### config.mk
export PLATFORM = sky130hd
export DESIGN_NAME = brc_top
export DESIGN_NICKNAME = d
export VERILOG_FILES = /design/src/brc_pkg.sv /design/src/brc_route.sv /design/src/brc_top.sv
export SDC_FILE = /design/constraint.sdc
export NUM_CORES = 1
export LEC_CHECK = 0
export BUFFER_PORTS_ARGS = -buffer_cell sky130_fd_sc_hd__buf_2
export CORE_MARGIN = 3
export CORE_UTILIZATION = 40
export CTS_CLUSTER_SIZE = 8
export DETAILED_ROUTE_END_ITERATION = 8
export PLACE_DENSITY = 0.69
export SLEW_MARGIN = 40
export SYNTH_ARGS = -nofsm -noshare
export SYNTH_HDL_FRONTEND = slang
export SYNTH_SLANG_ARGS = --single-unit
### constraint.sdc
create_clock -name clk -period 6.5 [get_ports clk]
set_input_delay 0.975 -clock clk [delete_from_list [all_inputs] [get_ports clk]]
set_output_delay 0.975 -clock clk [all_outputs]
set_load 0.05 [all_outputs]
### src/brc_pkg.sv
package brc_pkg;
	// Register offsets and field layout of the routing configuration word
	localparam logic [7:0]  BRC_CFG_OFFSET   = 8'h50;
	localparam logic [15:0] BRC_CFG_RESET    = 16'h0000;
	localparam int          BRC_SGC_MSB      = 15;
	localparam int          BRC_SGC_LSB      = 13;
	localparam int          BRC_MONO_ADAPTER_PRESENT_BIT     = 5;
	localparam logic [15:0] BRC_CFG_WMASK    = 16'hE020;
	// Mono adapter memory window, byte addresses
	localparam logic [31:0] BRC_MDA_MEM_LO   = 32'h000B0000;
	localparam logic [31:0] BRC_MDA_MEM_HI   = 32'h000B7FFF;
	// Mono adapter I/O ports, low ten address bits only
	localparam logic [9:0]  BRC_MDA_P0       = 10'h3B4;
	localparam logic [9:0]  BRC_MDA_P1       = 10'h3B5;
	localparam logic [9:0]  BRC_MDA_P2       = 10'h3B8;
	localparam logic [9:0]  BRC_MDA_P3       = 10'h3B9;
	localparam logic [9:0]  BRC_MDA_P4       = 10'h3BA;
	localparam logic [9:0]  BRC_MDA_P5       = 10'h3BF;
	localparam logic [9:0]  BRC_PAR_LO       = 10'h3BC;
	localparam logic [9:0]  BRC_PAR_HI       = 10'h3BF;
	// Route targets: 0 is the primary hub link, 1..N the secondary links
	localparam logic [1:0]  BRC_TGT_PRIMARY  = 2'h0;
	localparam int          BRC_NUM_SEC      = 3;
	typedef enum logic [1:0] {
		BRC_SG_IDLE = 2'h0,
		BRC_SG_CNT  = 2'h1,
		BRC_SG_ACK  = 2'h3
	} brc_sg_e;
endpackage

### src/brc_route.sv
`timescale 1ns/1ns
// Registered routing decision for one processor access
module brc_route
	import brc_pkg::*;
#(
	parameter int NSEC = BRC_NUM_SEC
) (
	input  wire logic             clk,        // Host clock
	input  wire logic             resetn,     // Async reset, low
	input  wire logic             req,        // Access valid
	input  wire logic             is_io,      // 1 I/O, 0 memory
	input  wire logic [31:0]      addr,       // Start address
	input  wire logic [2:0]       io_len,     // I/O bytes minus one
	input  wire logic             mono_adapter_present,       // Mono adapter present
	input  wire logic [NSEC-1:0]  vga_en,     // Per bridge VGA enable
	input  wire logic [NSEC-1:0]  isa_en,     // Per bridge ISA enable
	input  wire logic [NSEC-1:0]  io_win,     // Address inside window
	input  wire logic [NSEC-1:0]  vga_hit,    // Bridge VGA range hit
	output logic                  rt_valid,   // Decision valid
	output logic [1:0]            rt_target   // Chosen hub link
);
	logic [1:0] tgt_d;
	logic [1:0] tgt_q;
	logic       vld_q;

	// True when a port lies on one of the mono adapter ports
	function automatic logic mda_port(input logic [9:0] p);
		return (p == BRC_MDA_P0) || (p == BRC_MDA_P1) ||
		       (p == BRC_MDA_P2) || (p == BRC_MDA_P3) ||
		       (p == BRC_MDA_P4) || (p == BRC_MDA_P5);
	endfunction

	// Aliases fold away since only the low ten bits are compared
	logic       io_mda;
	logic       io_par;
	logic       io_mono_only;
	logic       mem_mda;
	logic       any_vga;
	logic [9:0] p;
	always_comb begin
		io_mda = 1'h0;
		io_par = 1'h0;
		io_mono_only = 1'h0;
		for (int i = 0; i < 8; i++) begin
			p = addr[9:0] + 10'(i);
			if (3'(i) <= io_len) begin
				io_mda = io_mda | mda_port(p);
				io_par = io_par |
					((p >= BRC_PAR_LO) && (p <= BRC_PAR_HI));
				io_mono_only = io_mono_only | (p == BRC_MDA_P5);
			end
		end
	end
	assign mem_mda = (addr >= BRC_MDA_MEM_LO) &&
	                 (addr <= BRC_MDA_MEM_HI);
	assign any_vga = |vga_en;

	// Priority: mono adapter rules, then VGA and parallel port range, lowest numbered bridge winning
	always_comb begin
		tgt_d = BRC_TGT_PRIMARY;
		for (int b = NSEC - 1; b >= 0; b--) begin
			if (is_io && io_par && !io_mda && !vga_en[b] && io_win[b]
			    && !isa_en[b])
				tgt_d = 2'(b + 1);
			// A VGA range hit on a VGA-enabled bridge goes to it unless mono I/O; mono override comes last
			if (vga_en[b] && vga_hit[b] && (!is_io || !io_mda))
				tgt_d = 2'(b + 1);
			if (any_vga && vga_en[b] && is_io && io_mda && !mono_adapter_present
			    && !io_mono_only)
				tgt_d = 2'(b + 1);
		end
		if (!any_vga && is_io && io_par)
			tgt_d = BRC_TGT_PRIMARY;
		if (mono_adapter_present && ((is_io && io_mda) || (!is_io && mem_mda)))
			tgt_d = BRC_TGT_PRIMARY;
	end

	// Decision registered so the outputs come from flops
	always_ff @(posedge clk or negedge resetn) begin
		if (!resetn) begin
			tgt_q <= BRC_TGT_PRIMARY;
			vld_q <= 1'h0;
		end else begin
			tgt_q <= tgt_d;
			vld_q <= req;
		end
	end
	assign rt_valid  = vld_q;
	assign rt_target = tgt_q;
endmodule

### src/brc_top.sv
`timescale 1ns/1ns
// Notes on behaviour
// - Count system bus stop-grants, send one acknowledge on primary link.
// - Count field value plus one gives the number of stop-grants.
// - Count field stays plain read/write, never locks.
// - Mono-present bit combines with VGA enables to steer mono accesses.
// - No VGA enable: parallel port range 3BC-3BF goes to primary link.
// - VGA clear: range goes secondary if in window and ISA clear.
// - Memory 0B0000-0B7FFF counts as mono adapter memory.
// - Mono ports decoded with upper address bits 15:10 ignored.
// - Touching any mono port makes the whole access mono.
// - VGA set, mono clear: VGA to bridge, 3BF-only to primary.
// - VGA and mono set: VGA to bridge, mono to primary.
module brc_top
	import brc_pkg::*;
#(
	parameter int NSEC = BRC_NUM_SEC
) (
	input  wire logic             clk,          // Host clock
	input  wire logic             resetn,       // Async reset, low
	input  wire logic             cfg_wr,       // Config write strobe
	input  wire logic             cfg_rd,       // Config read strobe
	input  wire logic [7:0]       cfg_addr,     // Config offset
	input  wire logic [1:0]       cfg_be,       // Byte enables
	input  wire logic [15:0]      cfg_wdata,    // Write data
	output logic [15:0]           cfg_rdata,    // Read data
	input  wire logic             sg_seen,      // Stop-grant cycle seen
	output logic                  sg_ack,       // Ack packet pulse
	input  wire logic             acc_req,      // Processor access
	input  wire logic             acc_is_io,    // I/O access
	input  wire logic [31:0]      acc_addr,     // Access address
	input  wire logic [2:0]       acc_io_len,   // I/O bytes minus one
	input  wire logic [NSEC-1:0]  vga_en,       // Bridge VGA enables
	input  wire logic [NSEC-1:0]  isa_en,       // Bridge ISA enables
	input  wire logic [NSEC-1:0]  io_win,       // Inside bridge window
	input  wire logic [NSEC-1:0]  vga_hit,      // Bridge VGA range hit
	output logic                  route_valid,  // Decision valid
	output logic [1:0]            route_target  // Chosen hub link
);
	logic [15:0] cfg_q;
	logic [15:0] cfg_d;
	logic [15:0] rdata_q;
	logic [15:0] wmask;
	logic        hit;
	logic [2:0]  sgc;
	logic [2:0]  cnt_q;
	logic [2:0]  cnt_d;
	logic        ack_q;
	logic        ack_d;
	brc_sg_e     st_q;
	brc_sg_e     st_d;

	// Byte-enabled write; reserved bits drop out through the mask
	assign hit   = (cfg_addr == BRC_CFG_OFFSET);
	assign wmask = {{8{cfg_be[1]}}, {8{cfg_be[0]}}} & BRC_CFG_WMASK;
	assign cfg_d = (cfg_wr && hit) ?
		((cfg_q & ~wmask) | (cfg_wdata & wmask)) : cfg_q;
	assign sgc   = cfg_q[BRC_SGC_MSB:BRC_SGC_LSB];

	// Count field is rewritable at any time, no write-once lock
	always_ff @(posedge clk or negedge resetn) begin
		if (!resetn)
			cfg_q <= BRC_CFG_RESET;
		else
			cfg_q <= cfg_d;
	end

	// Unmapped offsets read zero
	always_ff @(posedge clk or negedge resetn) begin
		if (!resetn)
			rdata_q <= 16'h0000;
		else if (cfg_rd)
			rdata_q <= hit ? cfg_q : 16'h0000;
	end
	assign cfg_rdata = rdata_q;

	// Stop-grant counter; changing the count mid-run gives odd timing
	always_comb begin
		st_d  = st_q;
		cnt_d = cnt_q;
		ack_d = 1'h0;
		case (st_q)
			BRC_SG_IDLE, BRC_SG_CNT: begin
				if (sg_seen) begin
					if (cnt_q >= sgc) begin
						ack_d = 1'h1;
						cnt_d = 3'h0;
						st_d  = BRC_SG_ACK;
					end else begin
						cnt_d = cnt_q + 3'h1;
						st_d  = BRC_SG_CNT;
					end
				end
			end
			BRC_SG_ACK: begin
				st_d = BRC_SG_IDLE;
				if (sg_seen) begin
					cnt_d = 3'h1;
					st_d  = BRC_SG_CNT;
					if (sgc == 3'h0) begin
						ack_d = 1'h1;
						cnt_d = 3'h0;
						st_d  = BRC_SG_ACK;
					end
				end
			end
			default: begin
				st_d  = BRC_SG_IDLE;
				cnt_d = 3'h0;
			end
		endcase
	end

	always_ff @(posedge clk or negedge resetn) begin
		if (!resetn) begin
			st_q  <= BRC_SG_IDLE;
			cnt_q <= 3'h0;
			ack_q <= 1'h0;
		end else begin
			st_q  <= st_d;
			cnt_q <= cnt_d;
			ack_q <= ack_d;
		end
	end
	assign sg_ack = ack_q;

	// Routing decision, one cycle after the access
	brc_route #(
		.NSEC (NSEC)
	) u_route (
		.clk       (clk),
		.resetn    (resetn),
		.req       (acc_req),
		.is_io     (acc_is_io),
		.addr      (acc_addr),
		.io_len    (acc_io_len),
		.mono_adapter_present      (cfg_q[BRC_MONO_ADAPTER_PRESENT_BIT]),
		.vga_en    (vga_en),
		.isa_en    (isa_en),
		.io_win    (io_win),
		.vga_hit   (vga_hit),
		.rt_valid  (route_valid),
		.rt_target (route_target)
	);
endmodule

---- Word-level counts from Yosys, hierarchy flattened ----
Cells that the tools add are included.
cells by class
  add/subtract/negate cells ............... 8
  $mul .................................... 0
  div/mod/pow operators ................... 0
  order comparisons ....................... 27
  eq/ne operators ......................... 53
  shift-type cells ........................ 0
  multiplexer cells ....................... 51
  bitwise operators ....................... 25
  reduce and logical (&&, ||, !) cells .... 105
operator list
  kind                                                                 number
  equality test 10 bit, second input constant                          48
  greater-or-equal comparator 10 bit, second input constant            8
  <= comparator 10 bit, second input constant                          8
  logical AND 1 bit                                                    47
  logical OR 1 bit                                                     42
  adder 10 x 3 -> 10 bit, second input constant                        4
  bitwise AND 16 bit                                                   2
  greater-or-equal comparator 32 x 20 -> 1 bit, second input constant  1
  <= comparator 32 x 20 -> 1 bit, second input constant                1
  two-way mux 2 bit                                                    15
  two-way mux 1 bit                                                    29
  OR 1 bit                                                             21
  adder 10 x 2 -> 10 bit, second input constant                        2
  two-way mux 16 bit                                                   1
  inverter 16 bit                                                      1
  OR 16 bit                                                            1
  <= comparator 3 bit, first input constant                            4
  logical NOT 1 bit                                                    11
  adder 10 x 1 -> 10 bit, second input constant                        1
  two-way mux 3 bit                                                    3
  equality test 8 x 7 -> 1 bit, second input constant                  1
  <= comparator 1 x 3 -> 1 bit, first input constant                   2
  <= comparator 2 x 3 -> 1 bit, first input constant                   2
  one-hot mux 3 bit (2 select lines)                                   1
  12 further kinds                                                     13
storage, ports and cells
  register bits after elaboration ......... 41
  latch bits .............................. 0
  RAM bits ................................ 0
  ROM bits ................................ 0
  input bits .............................. 80
  output and inout bits ................... 20
  logic and storage cells ................. 276
  memories ................................ 0

---- Depth between registers and ports, before layout ----
Gate-level depths: netlist of run 1.
  word-level depth ........................ 37
  gate-level depth with buffers ........... 16
  mapped depth without buffers ............ 12

---- Modules after synthesis ----
Synthesis of run 1 repeated with hierarchy kept, for this count alone.
second synthesis, totals
  cells, all modules ...................... 302
  area total of the unflattened synthesis .. 2366.0 µm²
modules (own cells, without submodules)
  module     instances  cells an instance  area an instance (µm²)  seq. area each (µm²)
  brc_route  1          223                1581.5                  75.1
  brc_top    1          79                 784.5                   350.3

---- Worst setup path before layout of run 1 ----
OpenSTA, ideal clock, no wires.
  kind .................................... input to register
  from .................................... input acc_addr[2]
  to ...................................... register u_route.tgt_q[1], in the netlist u_route.rt_target[1]
  library setup time ...................... 0.080 ns
  arrival ................................. 3.832 ns
  data required time ...................... 6.420 ns
  setup slack ............................. 2.588 ns
  cell stages on the path ................. 15
  path buffers ............................ 4
  path through ............................ buf_2 -> buf_6 -> clkbuf_1 -> inv_1 -> ha_1 -> clkbuf_1 -> nor4bb_1 -> mux2i_1 -> a211oi_1 -> and4b_1 -> o31ai_1 -> or4bb_1 -> mux2i_1 -> nand2b_1 -> nor3b_2
on the way
  word-level cells in the longest chain between the ends .. 37
  elaborated cells on any way between the ends .. 209
  those cells by class .................... 7 x add/sub; 18 x order compare; 48 x eq/ne; 35 x mux; 21 x bitwise; 80 x reduce/logical
ends and longest elaborated chain
  what                                                             line             text
  start: declaration                                               brc_top.sv:31    input wire logic [31:0] acc_addr,
  branches (longest 36 deep; another with adder 10 x 1 -> 10 bit)  --
  two-way mux 2 bit (*)                                            brc_route.sv:74  if (mono_adapter_present && ((is_io && io_mda) || (!is_io && mem_mda)))
  net u_route.tgt_d[1]                                             brc_route.sv:22  logic [1:0] tgt_d;
  end signal: assignment                                           brc_route.sv:84  tgt_q <= tgt_d;
  end: declaration                                                 brc_route.sv:23  logic [1:0] tgt_q;
Mark *: on every way through the listed nets, which the timed path passes.
A chain may end at the register's enable or synchronous reset.

---- Worst setup path in the final report of run 1 ----
Same ends and word-level chain as after synthesis.

==> flow_summary.toml, run 1 <==
[grt]
grt_start_max_net_pins = 37
globalRouteOverflowTotal = 0
antenna_found_initial = 0
track_usage = 0.1742
grt_pass1_vias = 1999
global_route_wire_length_before_repair_um = 9349

[cts]
path_clk_slew_ps = 70
clk_root_buffer_cell = "sky130_fd_sc_hd__clkbuf_8"
clock_path_buffers = 2
h_tree_lvl_count = 1
cts_hold_buf = 0
post_cts_setup_buffer_count = 0
cts_sinks = 17
post_cts_resized = 0
worst_skew_pair.late_latency_ps = 250
cts_tree = "built"
cts_buffers = 3

[detailed_routing]
dr_total_vias = 2381
vias_per_cell = 5.779
met2RoutedLength_um = 2775
postRouteAntennaNets = 0
detailedRoute.firstPassIterationCount = 4
routedWlPerCell_um = 15.10
drc_errors = 0
drt-met1-wl_um = 2746
route.top_layer_used = "met4"
totalWireLength_um = 6223
drt_first_iter_violations = 121
wl_met3_um = 659

[synth]
postSynthRegisterBits = 17
synth.distinct_cells = 77
synthCells = 286
dominantRegCellSynth = "sky130_fd_sc_hd__dfrtp_1"
synthDominantAreaCellType = "sky130_fd_sc_hd__dfrtp_1"
post-synth-top-area-fraction = 0.1843
post_synth_most_frequent_cells = "17 x sky130_fd_sc_hd__dfrtp_1, 17 x sky130_fd_sc_hd__nand2_1, 17 x sky130_fd_sc_hd__o21ai_0"
synth.avg_cell_area_um2 = 8.072
number_of_enable_type_register_cells_in_the_synthesized_netlist = 0
synth.yosys.warnings = 0
synthesis.area_um2 = 2308
synth.top_cells.by_area = "sky130_fd_sc_hd__dfrtp_1 18%, sky130_fd_sc_hd__ha_1 5.4%, sky130_fd_sc_hd__buf_4 4.9%"
synth_sequential_area_ratio = 0.1843
synthArstFlopShare = 1.000

[setup_path]
worstSetupPathType = "in2reg"
worstRegToRegCells = 6
worst_r2r_endpoint = "cnt_q[2]"
rrSetupSlack_ps = 4320
worst-endpoint-required_ps = 6680
cp-startpoint = "acc_addr[2]"
critPathCapture = "u_route.rt_target[1]"
worstSetupStartpointType = "input pin"
cp_max_fo = 35
timing.critical_path.arrival_ps = 4500
crit_path_end_kind = "flip-flop"

[die]
die-area_um2 = 6719
core_area_um2 = 5540
std_cell_rows = 27
floorplan.die.height_um = 81.97
initial_core_utilization = 0.4167
floorplan.io_pins = 100
die-width_um = 81.97

[power]
leakagePower_nw = 1.172
design_power_total_uw = 323.8
power.density_nw_per_um2 = 123.8
vdd_ir_drop_max_mv = 0.08378

[timing]
setup_tns_ps = 0
worst-slew-pin-transition_ps = 649.4
fmax_ghz = 0.2313
fin_worst_skew_ps = 1.473
finalHoldViolCount = 0
layout_min_cycle_time_ps = 4323
grt_setup_unrepaired = "no"
finalCritPeriodShare = 0.6651
slew_headroom = 0.5670
finalSetupViolCount = 0
timing_max_transition_violations_final = 0

[layout]
n_antenna_cell = 0
final_layout_size_suffix_gt1_frac = 0.2676
layout.nets = 431
multiInputGateArea_um2 = 1648
final_cells = 412
final-seq-area_um2 = 425.4
area_growth_pct = 13.33
fillerInstances = 550

[placement]
dp_cells = 408
globalplace.congestion = 0.8962
buffer_ports.inserted = 70
place.detailed.hpwl_um = 4775

[outcome]
run_status = "finished, final reports clean"

[hold_path]
hp-class = "reg2reg"

[job]
max_cap_violations = 0
worst min-delay path by stage:
stage	start	to	slack [ps]	cells past startpoint
after floorplan	cnt_q[2]	cnt_q[2]	480	2
after detailed placement	cfg_rdata[13]	cfg_rdata[13]	520	2
after global placement	cfg_rdata[14]	cfg_rdata[14]	510	2
final	cfg_rdata[13]	cfg_rdata[13]	520	2
after global routing	cfg_rdata[13]	cfg_rdata[13]	550	2
after CTS	cfg_rdata[13]	cfg_rdata[13]	530	2
layer usage:
metal  vias up  track usage
met5         -            0
met4         0      0.02824
met3         6      0.02961
met2       121       0.2868
met1      1086       0.2415
li1       1168            -
worst max-delay path: stages:
cell	delay (ps)
sky130_fd_sc_hd__buf_2	450
sky130_fd_sc_hd__ha_1	600
sky130_fd_sc_hd__a21oi_1	190
sky130_fd_sc_hd__or3_1	380
sky130_fd_sc_hd__a2111o_1	440
sky130_fd_sc_hd__nand2b_1	190
sky130_fd_sc_hd__o22ai_1	200
sky130_fd_sc_hd__o31ai_1	150
sky130_fd_sc_hd__or4bb_1	500
sky130_fd_sc_hd__mux2i_1	160
sky130_fd_sc_hd__nand2b_1	120
sky130_fd_sc_hd__nor3b_2	150
cells by family (layout without fill, tap and decap cells):
group	after synthesis	after routing	share of synthesized area
and+or+nand+nor	107	107	0.2927
xor gates and xnor gates	10	10	0.04120
AOI/OAI and AO/OA	85	85	0.2607
other	1	12	0.001624
buffers and inverters	46	89	0.1198
DFF	17	17	0.1843
adders and majority gates	11	11	0.05854
muxes	9	9	0.04119
final cells by class:
type,instances,share of cell area
Inverter,15,0.02152
Tap cell,72,0.03443
Timing Repair Buffer,70,0.1339
Clock buffer,3,0.01578
Multi-Input combinational cell,234,0.6298
Clock inverter,1,0.001913
Sequential cell,17,0.1626
placed cells by master, fill, tap and decap left out, types with 4 or more instances in the layout:
cell                       count
sky130_fd_sc_hd__mux2_2        4
sky130_fd_sc_hd__nand3_1      15
sky130_fd_sc_hd__conb_1       12
sky130_fd_sc_hd__a21boi_0      5
sky130_fd_sc_hd__nor2_1       16
sky130_fd_sc_hd__a211oi_1      4
sky130_fd_sc_hd__nor3_1        6
sky130_fd_sc_hd__dfrtp_1      17
sky130_fd_sc_hd__nand2b_1      5
sky130_fd_sc_hd__xor2_1        6
sky130_fd_sc_hd__a21oi_1      12
sky130_fd_sc_hd__nand2_1      17
sky130_fd_sc_hd__nor4_1        4
sky130_fd_sc_hd__buf_2        70
sky130_fd_sc_hd__inv_1        15
sky130_fd_sc_hd__ha_1         10
sky130_fd_sc_hd__mux2i_1       5
sky130_fd_sc_hd__o22ai_1       4
sky130_fd_sc_hd__and4_1        4
sky130_fd_sc_hd__o21ai_0      17
metrics by stage:
stage               cell area (µm²)  utilization  setup slack [ps]  hold slack, ps
floorplan                      2350            -              2588           481.8
global placement               2570       0.4639              1997           507.2
detailed placement             2570       0.4639              1925           522.8
CTS                            2616       0.4722              2176           532.6
global route                   2616       0.4722              1903           550.5
finish                         2616       0.4722              2177           522.9
power by group:
part           total, mW  switching (mW)  internal (mW)
Sequential         0.114         0.00327          0.111
Clock             0.0798          0.0372         0.0426
Combinational      0.130          0.0841         0.0456
Total              0.324           0.125          0.199
No activity file was read; power rests on OpenSTA's default activity.
==> inputs of run 2 (changes only) <==
- ABC_AREA: unset -> 1
- clock period: 6.5 -> 3.51 ns (I/O delays scaled with it)
==> run 2 against run 1 <==
  * Synthesized cell count increased by 71%
  * Clock skew increased by 2.3 ps
  * Design area increased by 24%
  * Combinational power increased to 2.9 times the previous value
  * Critical path type unchanged
  * Global-route usage increased by 2.3 points
  * Critical path depth increased by 7
  * Sequential share of layout area decreased by 3.2 points
  * Core utilization increased by 0.10 points
  * Die area increased by 22%
  * Flip-flop and latch count unchanged
  * Final cell count increased by 57%
  * Critical endpoint unchanged
==> flow_summary.toml, run 2 <==
[outcome]
run_status = "finished, final reports clean"

[power]
clkPwrFrac = 0.186
power_frac_seq = 0.324
design_power_total_uw = 760.5
leakagePower_nw = 1.861
net-switching-power_uw = 337.7
combinationalPowerShare = 0.490
vdd_ir_drop_max_mv = 0.1030
internal_power_uw = 422.9
sw_frac = 0.4440
power.density_nw_per_um2 = 234.0

[setup_path]
cp_max_fo = 15
worst-endpoint-required_ps = 3650
crit_path_end_kind = "flip-flop"
worstSetupStartpointType = "input pin"
rrSetupSlack_ps = 1990
worstSetupPathType = "in2reg"
timing.critical_path.arrival_ps = 3010

[synth]
dominantRegCellSynth = "sky130_fd_sc_hd__dfrtp_1"
synthCells = 490
post_synth_most_frequent_cells = "154 x sky130_fd_sc_hd__nand2_1, 58 x sky130_fd_sc_hd__nand3_1, 56 x sky130_fd_sc_hd__nor2_1"
synth_sequential_area_ratio = 0.1490
post-synth-top-count-cell = "sky130_fd_sc_hd__nand2_1"
postSynthRegisterBits = 17
synthArstFlopShare = 1.000
post-synth-top-area-fraction = 0.2025
synth.yosys.warnings = 0
synth.top_cells.by_area = "sky130_fd_sc_hd__nand2_1 20%, sky130_fd_sc_hd__dfrtp_1 15%, sky130_fd_sc_hd__nand3_1 10%"
synthDominantAreaCellType = "sky130_fd_sc_hd__nand2_1"
synth.distinct_cells = 42
synth.avg_cell_area_um2 = 5.827
synthesis.area_um2 = 2855
number_of_enable_type_register_cells_in_the_synthesized_netlist = 0

[timing]
fin_ws_ps = 645.9
fmax_ghz = 0.3491
timing_max_transition_violations_final = 0
finalCritPeriodShare = 0.8160
grt_setup_unrepaired = "no"
finalHoldViolCount = 0
setup_tns_ps = 0
fin_worst_skew_ps = 3.750
finalSetupViolCount = 0
layout_min_cycle_time_ps = 2864

[detailed_routing]
vias_per_cell = 5.012
routedWlPerCell_um = 12.47
postRouteAntennaNets = 0
detailedRoute.firstPassIterationCount = 4
totalWireLength_um = 8081
drc_errors = 0
drt_first_iter_violations = 229
dr_total_vias = 3248

[cts]
clock_path_buffers = 2
post_cts_resized = 0
cts_tree = "built"
post_cts_setup_buffer_count = 0
cts_buffers = 3
cts_hold_buf = 0
cts_sinks = 17
path_clk_slew_ps = 60
h_tree_lvl_count = 1
worst_skew_pair.late_latency_ps = 250
clk_root_buffer_cell = "sky130_fd_sc_hd__clkbuf_8"

[hold_path]
hp-class = "in2async"

[grt]
globalRouteOverflowTotal = 0
antenna_found_initial = 0
grt_start_max_net_pins = 18
grt_pass1_vias = 2909
track_usage = 0.1976
global_route_wire_length_before_repair_um = 13590

[job]
max_cap_violations = 0

[layout]
final_core_utilization = 0.4732
final_layout_size_suffix_gt1_frac = 0.2319
mostFrequentLayoutCell = "sky130_fd_sc_hd__nand2_1"
final_cell_mix = "154 x sky130_fd_sc_hd__nand2_1, 70 x sky130_fd_sc_hd__buf_2, 58 x sky130_fd_sc_hd__nand3_1, 56 x sky130_fd_sc_hd__nor2_1, 51 x sky130_fd_sc_hd__inv_1"
n_antenna_cell = 0
area_growth_pct = 13.85
design_area_final_um2 = 3251
layout.nets = 643

[die]
die-width_um = 90.49
die-area_um2 = 8188
initial_core_utilization = 0.4157
core_area_um2 = 6869
floorplan.die.height_um = 90.49
floorplan.io_pins = 100
std_cell_rows = 30

[placement]
globalplace.congestion = 1.003
placed_area_um2 = 3204
dpl_worst_slack_ps = 413.8
place.detailed.hpwl_um = 6853
buffer_ports.inserted = 70
[run 2: area by class of cell]
| type | count | area [µm²] |
|---|---|---|
| Fill cell | 730 | 3618 |
| Multi-Input combinational cell | 404 | 2091 |
| Sequential cell | 17 | 425.4 |
| Timing Repair Buffer | 70 | 350.3 |
| Inverter | 57 | 217.7 |
| Tap cell | 96 | 120.1 |
| Clock buffer | 3 | 41.29 |
| Clock inverter | 1 | 5.005 |
[run 2: critical path, stage by stage]
cell	delay, ps
sky130_fd_sc_hd__buf_2	300
sky130_fd_sc_hd__ha_1	380
sky130_fd_sc_hd__inv_1	140
sky130_fd_sc_hd__nand2_1	250
sky130_fd_sc_hd__nand2_1	100
sky130_fd_sc_hd__o21ai_0	190
sky130_fd_sc_hd__nor2_1	80
sky130_fd_sc_hd__nand2_2	130
sky130_fd_sc_hd__inv_1	60
sky130_fd_sc_hd__nand2_2	70
sky130_fd_sc_hd__nand2_1	80
sky130_fd_sc_hd__nor2_4	100
sky130_fd_sc_hd__nand3_4	110
sky130_fd_sc_hd__nand2_2	110
sky130_fd_sc_hd__nand2_1	60
sky130_fd_sc_hd__nand2_1	50
sky130_fd_sc_hd__nand2_1	70
sky130_fd_sc_hd__nor3_1	140
sky130_fd_sc_hd__nor2_1	60
[run 2: path summary, 6_finish.rpt]
kind,cells past startpoint,endpoint,start
min in group clk,1,u_route.rt_valid,acc_req
max in group asynchronous,1,cnt_q[0],resetn
min,1,cfg_rdata[14],resetn
max reg2reg,7,sg_ack,flip-flop
max,19,u_route.rt_target[1],acc_addr[1]
min reg2reg,2,cfg_rdata[14],cfg_rdata[14]
[run 2: power by group through the flow]
stage | Clock, mW | Sequential [mW] | Combinational, mW
4_1_cts | 0.148 | 0.247 | 0.372
6_report | 0.142 | 0.246 | 0.373
3_5_place_dp | 0 | 0.250 | 0.371
2_1_floorplan | 0 | 0.268 | 0.257
3_3_place_gp | 0 | 0.250 | 0.362
5_1_grt | 0.159 | 0.250 | 0.421
[run 2: metal layers]
layer / global-route usage / routed length, µm
met5: 0 / 0
met4: 0.06888 / 262
met3: 0.01333 / 488
met2: 0.3255 / 3734
met1: 0.2716 / 3594
[run 2: logic make-up after synthesis]
group | Yosys count | share of synthesized area
AO/OA/AOI/OAI | 40 | 0.07844
XOR/XNOR | 4 | 0.01227
buffers and inverters | 80 | 0.1332
multiplexers | 1 | 0.003944
AND/OR/NAND/NOR | 336 | 0.5745
other | 1 | 0.001313
adder cells (fa/ha/maj) | 11 | 0.04733
flip-flops | 17 | 0.1490
[run 2: metrics by stage]
stage / std cells / hold WS, ps
floorplan: 501 / 230.9
global placement: 644 / 458.8
detailed placement: 644 / 466.9
CTS: 648 / 186.0
global route: 648 / 206.5
finish: 648 / 181.1
